<file path="src/design/feu_pkg.sv">
package feu_pkg;
    // Fault classes, doubling as handler selection codes
    typedef enum logic [2:0] {
        FEU_CLS_NONE = 3'h0,
        FEU_CLS_MEM = 3'h1,
        FEU_CLS_BUS = 3'h2,
        FEU_CLS_USAGE = 3'h3,
        FEU_CLS_HARD = 3'h4
    } feu_class_type;

    // Running context of the core
    typedef enum logic [2:0] {
        FEU_CTX_THREAD = 3'h0,
        FEU_CTX_HANDLER = 3'h1,
        FEU_CTX_HARD = 3'h3,
        FEU_CTX_NMI = 3'h2
    } feu_ctx_type;

    // Lockup state machine, Gray along run <-> hard; run -> nmi flips both bits
    typedef enum logic [1:0] {
        FEU_LK_RUN = 2'h0,
        FEU_LK_HARD = 2'h1,
        FEU_LK_NMI = 2'h3
    } feu_lock_type;

    localparam int FEU_PRIO_W = 3;
    localparam int FEU_ADDR_W = 32;

    // Hard fault cause bits
    localparam int FEU_HF_VECTOR_READ_ERROR_FLAG = 0;
    localparam int FEU_HF_ESC = 1;
    // Memory management cause bits
    localparam int FEU_MM_FETCH = 0;
    localparam int FEU_MM_DATA = 1;
    localparam int FEU_MM_POP = 2;
    localparam int FEU_MM_PUSH = 3;
    localparam int FEU_MM_ADDR_VALID = 4;
    // Bus fault cause bits
    localparam int FEU_BF_PREFETCH = 0;
    localparam int FEU_BF_EXACT = 1;
    localparam int FEU_BF_INEXACT = 2;
    localparam int FEU_BF_POP = 3;
    localparam int FEU_BF_PUSH = 4;
    localparam int FEU_BF_ADDR_VALID = 5;
    // Usage fault cause bits
    localparam int FEU_UF_OPCODE = 0;
    localparam int FEU_UF_STATE = 1;
    localparam int FEU_UF_RETURN = 2;
    localparam int FEU_UF_COPROC = 3;
    localparam int FEU_UF_ALIGN = 4;
    localparam int FEU_UF_ZERO_DIVISOR_FLAG = 5;

    localparam logic [1:0] FEU_HF_RESET = 2'h0;
    localparam logic [4:0] FEU_MM_RESET = 5'h00;
    localparam logic [5:0] FEU_BF_RESET = 6'h00;
    localparam logic [5:0] FEU_UF_RESET = 6'h00;
    localparam logic [31:0] FEU_ADDR_RESET = 32'h0000_0000;
    localparam logic [8:0] FEU_PRIO_RESET = 9'h000;
    localparam logic [2:0] FEU_EN_RESET = 3'h0;
endpackage

</file>
<file path="src/design/feu_fault_escalation_unit.sv">
`timescale 1ns/10ps
`default_nettype none

module feu_fault_escalation_unit #(
    parameter int PRIO_W = feu_pkg::FEU_PRIO_W,
    parameter int ADDR_W = feu_pkg::FEU_ADDR_W
) (
    input wire logic i_core_clk,
    input wire logic i_rst,
    input wire logic i_vector_read_err,
    input wire logic i_fetch_mpu_violation,
    input wire logic i_fetch_no_execute_region,
    input wire logic i_data_mpu_violation,
    input wire logic i_push_mpu_violation,
    input wire logic i_pop_mpu_violation,
    input wire logic [ADDR_W-1:0] i_mem_fault_addr,
    input wire logic i_push_bus_err,
    input wire logic i_pop_bus_err,
    input wire logic i_prefetch_bus_err,
    input wire logic i_data_bus_err_exact,
    input wire logic i_data_bus_err_inexact,
    input wire logic [ADDR_W-1:0] i_bus_fault_addr,
    input wire logic i_coproc_access,
    input wire logic i_unknown_opcode,
    input wire logic i_bad_state,
    input wire logic i_bad_return_token,
    input wire logic i_misaligned_access,
    input wire logic i_zero_divisor,
    input wire logic [PRIO_W-1:0] i_mem_prio,
    input wire logic [PRIO_W-1:0] i_bus_prio,
    input wire logic [PRIO_W-1:0] i_usage_prio,
    input wire logic i_prio_we,
    input wire logic [2:0] i_handler_enable,
    input wire logic i_handler_enable_we,
    input wire logic [2:0] i_running_ctx,
    input wire logic [PRIO_W-1:0] i_running_prio,
    input wire logic i_entering_bus_handler,
    input wire logic i_nmi,
    input wire logic [1:0] i_hard_clr,
    input wire logic [4:0] i_mem_clr,
    input wire logic [5:0] i_bus_clr,
    input wire logic [5:0] i_usage_clr,
    output logic [1:0] o_hard_fault_cause_reg,
    output logic [4:0] o_mem_manage_cause_reg,
    output logic [5:0] o_bus_fault_cause_reg,
    output logic [5:0] o_usage_fault_cause_reg,
    output logic [ADDR_W-1:0] o_mem_manage_addr_reg,
    output logic [ADDR_W-1:0] o_bus_error_addr_reg,
    output logic [3*PRIO_W-1:0] o_fault_priority_reg,
    output logic [2:0] o_handler_enable_reg,
    output logic o_fault_req,
    output logic [2:0] o_fault_class,
    output logic o_lockup
);
    logic [1:0] hard_q;
    logic [4:0] mem_q;
    logic [5:0] bus_q;
    logic [5:0] usage_q;
    logic [ADDR_W-1:0] mem_addr_q;
    logic [ADDR_W-1:0] bus_addr_q;
    logic [3*PRIO_W-1:0] prio_q;
    logic [2:0] enable_q;
    logic req_q;
    feu_pkg::feu_class_type class_q;
    feu_pkg::feu_lock_type lock_q;
    feu_pkg::feu_class_type class_d;
    logic mem_hit;
    logic bus_hit;
    logic bus_hit_esc;
    logic usage_hit;
    logic mem_esc;
    logic bus_esc;
    logic usage_esc;
    logic escalate;
    logic hard_hit;
    logic in_fault_ctx;
    logic fixed_ctx;
    logic [PRIO_W-1:0] mem_p;
    logic [PRIO_W-1:0] bus_p;
    logic [PRIO_W-1:0] usage_p;

    // Class detection from the raw error lines
    assign mem_hit = i_fetch_mpu_violation | i_fetch_no_execute_region
        | i_data_mpu_violation | i_push_mpu_violation
        | i_pop_mpu_violation;
    assign bus_hit = i_push_bus_err | i_pop_bus_err | i_prefetch_bus_err
        | i_data_bus_err_exact | i_data_bus_err_inexact;
    // A broken push into the bus handler keeps the bus class
    assign bus_hit_esc = bus_hit
        & ~(i_push_bus_err & i_entering_bus_handler);
    assign usage_hit = i_coproc_access | i_unknown_opcode | i_bad_state
        | i_bad_return_token | i_misaligned_access | i_zero_divisor;
    assign in_fault_ctx = (i_running_ctx != feu_pkg::FEU_CTX_THREAD);
    // Hard fault and NMI handlers sit above every configurable class
    assign fixed_ctx = (i_running_ctx == feu_pkg::FEU_CTX_HARD)
        | (i_running_ctx == feu_pkg::FEU_CTX_NMI);

    assign mem_p = prio_q[PRIO_W-1:0];
    assign bus_p = prio_q[2*PRIO_W-1:PRIO_W];
    assign usage_p = prio_q[3*PRIO_W-1:2*PRIO_W];

    // Lower number is more urgent and equal priority never preempts, so
    // a fault that cannot preempt the running handler escalates instead
    always_comb begin
        mem_esc = 1'b0;
        bus_esc = 1'b0;
        usage_esc = 1'b0;
        if (mem_hit) begin
            mem_esc = ~enable_q[0];
            if (fixed_ctx) begin
                mem_esc = 1'b1;
            end else if (in_fault_ctx && mem_p >= i_running_prio) begin
                mem_esc = 1'b1;
            end
        end
        if (bus_hit_esc) begin
            bus_esc = ~enable_q[1];
            if (fixed_ctx) begin
                bus_esc = 1'b1;
            end else if (in_fault_ctx && bus_p >= i_running_prio) begin
                bus_esc = 1'b1;
            end
        end
        if (usage_hit) begin
            usage_esc = ~enable_q[2];
            if (fixed_ctx) begin
                usage_esc = 1'b1;
            end else if (in_fault_ctx && usage_p >= i_running_prio) begin
                usage_esc = 1'b1;
            end
        end
    end
    assign escalate = mem_esc | bus_esc | usage_esc;
    assign hard_hit = escalate | i_vector_read_err;

    // Hard fault outranks every configurable class
    always_comb begin
        if (hard_hit) begin
            class_d = feu_pkg::FEU_CLS_HARD;
        end else if (mem_hit) begin
            class_d = feu_pkg::FEU_CLS_MEM;
        end else if (bus_hit) begin
            class_d = feu_pkg::FEU_CLS_BUS;
        end else if (usage_hit) begin
            class_d = feu_pkg::FEU_CLS_USAGE;
        end else begin
            class_d = feu_pkg::FEU_CLS_NONE;
        end
    end

    // Handler request, suppressed while locked up
    always_ff @(posedge i_core_clk or posedge i_rst) begin
        if (i_rst) begin
            req_q <= 1'b0;
        end else begin
            req_q <= (class_d != feu_pkg::FEU_CLS_NONE)
                && (lock_q == feu_pkg::FEU_LK_RUN);
        end
    end

    // Class of the previous cycle's fault, NONE if there was none; only meaningful beside the request
    always_ff @(posedge i_core_clk or posedge i_rst) begin
        if (i_rst) begin
            class_q <= feu_pkg::FEU_CLS_NONE;
        end else begin
            class_q <= class_d;
        end
    end

    // Priority and enable settings from software
    always_ff @(posedge i_core_clk or posedge i_rst) begin
        if (i_rst) begin
            prio_q <= feu_pkg::FEU_PRIO_RESET;
            enable_q <= feu_pkg::FEU_EN_RESET;
        end else begin
            if (i_prio_we) begin
                prio_q <= {i_usage_prio, i_bus_prio, i_mem_prio};
            end
            if (i_handler_enable_we) begin
                enable_q <= i_handler_enable;
            end
        end
    end

    // Hard fault causes; set beats clear
    always_ff @(posedge i_core_clk or posedge i_rst) begin
        if (i_rst) begin
            hard_q <= feu_pkg::FEU_HF_RESET;
        end else begin
            hard_q <= hard_q & ~i_hard_clr;
            if (i_vector_read_err) begin
                hard_q[feu_pkg::FEU_HF_VECTOR_READ_ERROR_FLAG] <= 1'b1;
            end
            if (escalate) begin
                hard_q[feu_pkg::FEU_HF_ESC] <= 1'b1;
            end
        end
    end

    // Address of the latest data violation, held until overwritten
    always_ff @(posedge i_core_clk or posedge i_rst) begin
        if (i_rst) begin
            mem_addr_q <= feu_pkg::FEU_ADDR_RESET;
        end else if (i_data_mpu_violation) begin
            mem_addr_q <= i_mem_fault_addr;
        end
    end

    // Memory management causes
    always_ff @(posedge i_core_clk or posedge i_rst) begin
        if (i_rst) begin
            mem_q <= feu_pkg::FEU_MM_RESET;
        end else begin
            mem_q <= mem_q & ~i_mem_clr;
            if (i_fetch_mpu_violation | i_fetch_no_execute_region) begin
                mem_q[feu_pkg::FEU_MM_FETCH] <= 1'b1;
            end
            if (i_data_mpu_violation) begin
                mem_q[feu_pkg::FEU_MM_DATA] <= 1'b1;
                mem_q[feu_pkg::FEU_MM_ADDR_VALID] <= 1'b1;
            end
            if (i_push_mpu_violation) begin
                mem_q[feu_pkg::FEU_MM_PUSH] <= 1'b1;
            end
            if (i_pop_mpu_violation) begin
                mem_q[feu_pkg::FEU_MM_POP] <= 1'b1;
            end
        end
    end

    // Only exact errors carry a usable address
    always_ff @(posedge i_core_clk or posedge i_rst) begin
        if (i_rst) begin
            bus_addr_q <= feu_pkg::FEU_ADDR_RESET;
        end else if (i_data_bus_err_exact) begin
            bus_addr_q <= i_bus_fault_addr;
        end
    end

    // Bus fault causes
    always_ff @(posedge i_core_clk or posedge i_rst) begin
        if (i_rst) begin
            bus_q <= feu_pkg::FEU_BF_RESET;
        end else begin
            bus_q <= bus_q & ~i_bus_clr;
            if (i_prefetch_bus_err) begin
                bus_q[feu_pkg::FEU_BF_PREFETCH] <= 1'b1;
            end
            if (i_data_bus_err_exact) begin
                bus_q[feu_pkg::FEU_BF_EXACT] <= 1'b1;
                bus_q[feu_pkg::FEU_BF_ADDR_VALID] <= 1'b1;
            end
            if (i_data_bus_err_inexact) begin
                bus_q[feu_pkg::FEU_BF_INEXACT] <= 1'b1;
            end
            if (i_push_bus_err) begin
                bus_q[feu_pkg::FEU_BF_PUSH] <= 1'b1;
            end
            if (i_pop_bus_err) begin
                bus_q[feu_pkg::FEU_BF_POP] <= 1'b1;
            end
        end
    end

    // Usage fault causes
    always_ff @(posedge i_core_clk or posedge i_rst) begin
        if (i_rst) begin
            usage_q <= feu_pkg::FEU_UF_RESET;
        end else begin
            usage_q <= usage_q & ~i_usage_clr;
            if (i_coproc_access) begin
                usage_q[feu_pkg::FEU_UF_COPROC] <= 1'b1;
            end
            if (i_unknown_opcode) begin
                usage_q[feu_pkg::FEU_UF_OPCODE] <= 1'b1;
            end
            if (i_bad_state) begin
                usage_q[feu_pkg::FEU_UF_STATE] <= 1'b1;
            end
            if (i_bad_return_token) begin
                usage_q[feu_pkg::FEU_UF_RETURN] <= 1'b1;
            end
            if (i_misaligned_access) begin
                usage_q[feu_pkg::FEU_UF_ALIGN] <= 1'b1;
            end
            if (i_zero_divisor) begin
                usage_q[feu_pkg::FEU_UF_ZERO_DIVISOR_FLAG] <= 1'b1;
            end
        end
    end

    // Lockup; the NMI origin is remembered so NMI cannot free it
    always_ff @(posedge i_core_clk or posedge i_rst) begin
        if (i_rst) begin
            lock_q <= feu_pkg::FEU_LK_RUN;
        end else begin
            case (lock_q)
                feu_pkg::FEU_LK_RUN: begin
                    if (hard_hit && i_running_ctx == feu_pkg::FEU_CTX_NMI) begin
                        lock_q <= feu_pkg::FEU_LK_NMI;
                    end else if (hard_hit
                            && i_running_ctx == feu_pkg::FEU_CTX_HARD) begin
                        lock_q <= feu_pkg::FEU_LK_HARD;
                    end
                end
                feu_pkg::FEU_LK_HARD: begin
                    if (i_nmi) begin
                        lock_q <= feu_pkg::FEU_LK_RUN;
                    end
                end
                default: begin
                    lock_q <= feu_pkg::FEU_LK_NMI;
                end
            endcase
        end
    end

    assign o_hard_fault_cause_reg = hard_q;
    assign o_mem_manage_cause_reg = mem_q;
    assign o_bus_fault_cause_reg = bus_q;
    assign o_usage_fault_cause_reg = usage_q;
    assign o_mem_manage_addr_reg = mem_addr_q;
    assign o_bus_error_addr_reg = bus_addr_q;
    assign o_fault_priority_reg = prio_q;
    assign o_handler_enable_reg = enable_q;
    assign o_fault_req = req_q;
    assign o_fault_class = class_q;
    assign o_lockup = (lock_q != feu_pkg::FEU_LK_RUN);
endmodule

`default_nettype wire

</file>
<file path="config.mk">
export PLATFORM = sky130hd
export DESIGN_NAME = feu_fault_escalation_unit
export DESIGN_NICKNAME = d
export VERILOG_FILES = /design/src/design/feu_pkg.sv /design/src/design/feu_fault_escalation_unit.sv
export SDC_FILE = /design/constraint.sdc
export NUM_CORES = 1
export LEC_CHECK = 0
export ABC_AREA = 1
export BUFFER_PORTS_ARGS = -buffer_cell sky130_fd_sc_hd__buf_4
export CAP_MARGIN = 20
export CORE_ASPECT_RATIO = 0.75
export CORE_MARGIN = 3
export CORE_UTILIZATION = 45
export DETAILED_ROUTE_END_ITERATION = 10
export PLACE_DENSITY = 0.83
export SYNTH_ARGS = -nofsm -noshare
export SYNTH_HDL_FRONTEND = slang
export SYNTH_SLANG_ARGS = --single-unit
</file>
<file path="constraint.sdc">
create_clock -name i_core_clk -period 4.1 [get_ports i_core_clk]
set_input_delay 0.82 -clock i_core_clk [delete_from_list [all_inputs] [get_ports i_core_clk]]
set_output_delay 0.82 -clock i_core_clk [all_outputs]
set_load 0.02 [all_outputs]
</file>
==> results.md <==
- Post-Synthesis Cell Area: 4160 sq um
- Crit Path Class: in2reg
- Clock transition at path regs: 0.07 ns
- Initial Util: 47.7%
- Met2 usage: 35.4%
- Max Transition Viols Final: 0
- DRT iter0 DRCs: 143
- Hold EP: o_mem_manage_addr_reg[24]
- PortBufs: 223
- Register area: 2530 sq um
- Worst Path Required: 4.31 ns
- RR Endpoint: o_fault_req
- Register area share after synthesis: 60.8%
- Met1 layer usage reported by global route: 24.5%
- Hold Fails Final Rpt: 0
- Cell variety after synth: 26
- Worst path top cell family by delay: buffers and inverters
- HP Start: o_mem_manage_addr_reg[24]
- Final Critical Period: 2.10 ns
- R2R Path Start: o_fault_priority_reg[5]
- Worst-skew pair later-pin latency: 0.33 ns
- Crit path buf inv count: 2
- Unrepaired setup endpoints after global routing: false
- CTS tree: built
- Final Util: 71.2%
- Number of nets with antenna violations after routing: 0
- Die Wd: 117 microns
- Hold_buf cts: 0
- Chip height: 89.2 microns
- Share of layout cells above drive strength 1: 38.6%
- Post CTS Setup Buffer Count: 0
- 1st-pass router iterations: 4
- Initial antenna violation count: 0
- Maximum VDD drop: 0.218 mV
- Most frequent cells in the layout: buf_4 (225), nand2_1 (217), dfrtp_1 (101)
- Max-cap viol count: 0
- Worst hold stages: 2
- Register-to-Register Setup Slack: 2.47 ns
- Multi-input gate area in the final layout: 1380 sq um
- Post-synthesis cell count: 458
- Ys Warns: 0
- Crit path max-delay cell type: clkinv_1
- Htree depth: 3
- Crit end category: flop
- WL per Instance: 14.0 microns
- Total Wirelength: 11100 microns
- Synth Net Count: 591
- # setup viols final: 0
- Status: finished clean
- Vias in the first global route: 3650
- Worst path cell trace: buf_4 > clkinv_1 > nand2_1 > nand2_1
- Clock tree sinks: 101
- R2R depth: 11
- Worst Setup Start Kind: input port
- Maximum clock frequency: 0.477 GHz
- Area of the core: 8710 sq um
- Fin crit share: 51.1%
- Total gr overflow: 0
- Crit Path Max Fanout: 34
- Placement Cell Area: 5920 sq um
- Hold WC Path Type: reg2reg
- Resize count post-CTS: 0
- Total number of vias: 3705
- Crit path DAT: 2.31 ns
- Pwr per Cell Area: 399 nW/um^2
- Num CTS Buffers: 9
- Crit path top cell by count: nand2_1
- Placement Rows: 29
- Leak Pwr: 0.00354 uW
- Yosys reg bits: 101
- First-pass GRT wire length: 16900 microns
- Commonest non-fill, non-tap cell in the layout: buf_4
- GRT Total Usage: 20.7%
- Clock Skews: 0.00680 ns
- Placer Congestion: 0.800
- Drt drc: 0
- DPL Wire Length: 8770 microns
- Worst Tran Pin Value: 0.888 ns
- Grt met3 use: 8.05%
- Vias per cell: 4.68
- Final setup TNS: 0 ns
- Root buffer cell: clkbuf_16
- Syn-to-layout area delta: 49.2%
- Full die area: 10400 sq um
- Largest net degree at the start of global routing: 67
- Synth Area per Inst: 9.08 sq um
- Global route hottest layer: met2
- CP peak stage delay: 0.80 ns
- Final instance area: 6200 sq um
- I/O Pins: 224
- Relative slew slack: 40.4%
- Count of nets after finishing: 812
- Clk buf depth: 2
- N_diodes: 0
- Fillers: 669
worst register-to-register path: stages, from the launching register on:
cell and delay [ns]:
dfrtp_1 0.41, ha_1 0.30, a21oi_1 0.16, nand2_1 0.07, nand2_1 0.05, nand2_1 0.09, nand2_4 0.09, nand2_2 0.06
nor2_2 0.09, nand4_1 0.10, nand2_1 0.08, inv_1 0.03
synthesized netlist by cell type:
cell	number	area, sq um
nand2_1	217	815
dfrtp_1	101	2530
inv_1	44	165
o21ai_0	20	100
clkbuf_1	12	45.0
nor2_1	11	41.3
ha_1	9	113
mux2_2	6	67.6
o21bai_1	6	45.0
a21oi_1	5	25.0
nand3_1	4	20.0
inv_2	3	11.3
nand2_2	3	18.8
buf_2	2	10.0
nand4_4	2	42.5
nor2_2	2	12.5
nor3_2	2	20.0
and3b_1	1	8.76
buf_6	1	11.3
clkinv_1	1	3.75
inv_4	1	6.26
nand2_4	1	11.3
nand4_1	1	6.26
nand4_2	1	12.5
nor2_4	1	11.3
or2_2	1	6.26
how the worst max path moves through the flow:
stage | from | endpoint | slack [ns] | cells after the start
2_1_floorplan | i_rst | lock_q[0] | 0.63 | 1
3_3_place_gp | i_data_bus_err_exact | o_bus_error_addr_reg[22] | 1.75 | 4
3_5_place_dp | i_data_bus_err_exact | o_bus_error_addr_reg[23] | 1.68 | 4
4_1_cts | i_data_bus_err_exact | o_bus_error_addr_reg[14] | 2.03 | 4
5_1_grt | i_data_bus_err_exact | o_bus_error_addr_reg[13] | 1.81 | 4
6_report | i_data_bus_err_exact | o_bus_error_addr_reg[23] | 2.00 | 4
cells by family (layout without fill, tap and decap cells):
group	after synthesis	after routing	share of synthesized area, %
AO/OA/AOI/OAI	31	31	4.09
buffers and inverters	64	290	6.08
multiplexers	6	6	1.63
AND/OR/NAND/NOR	247	247	24.7
adder cells (fa/ha/maj)	9	9	2.71
flip-flops	101	101	60.8
metal layers:
metal	wire length, microns	vias to the layer above	part of all wire [%]
met5	0	-	0
met4	159	0	1.4
met3	1170	16	11
met2	5480	165	49
met1	4300	1689	39
li1	-	1835	-
final cells by class:
cell class,count,share of cell area [%]
sequential,101,40.7
timing repair buffer,225,27.2
inverter,49,3.05
tap,108,2.18
multi-input combinational,293,22.2
clock buffer,11,3.91
clock inverter,5,0.706
where the power goes:
group	internal, uW	switching, uW
combinational	244	287
clock	436	369
sequential	1090	53.8
per-stage QoR:
stage	power [uW]	setup slack [ns]	std cells	hold WS [ns]
after floorplan	1410	0.633	458	0.459
after detailed placement	1700	1.68	776	0.463
after CTS	2510	2.03	792	0.480
after global placement	1680	1.75	776	0.456
after global routing	2600	1.81	792	0.494
final	2480	2.00	792	0.475
Note: power is estimated with default switching activity, not from simulation.
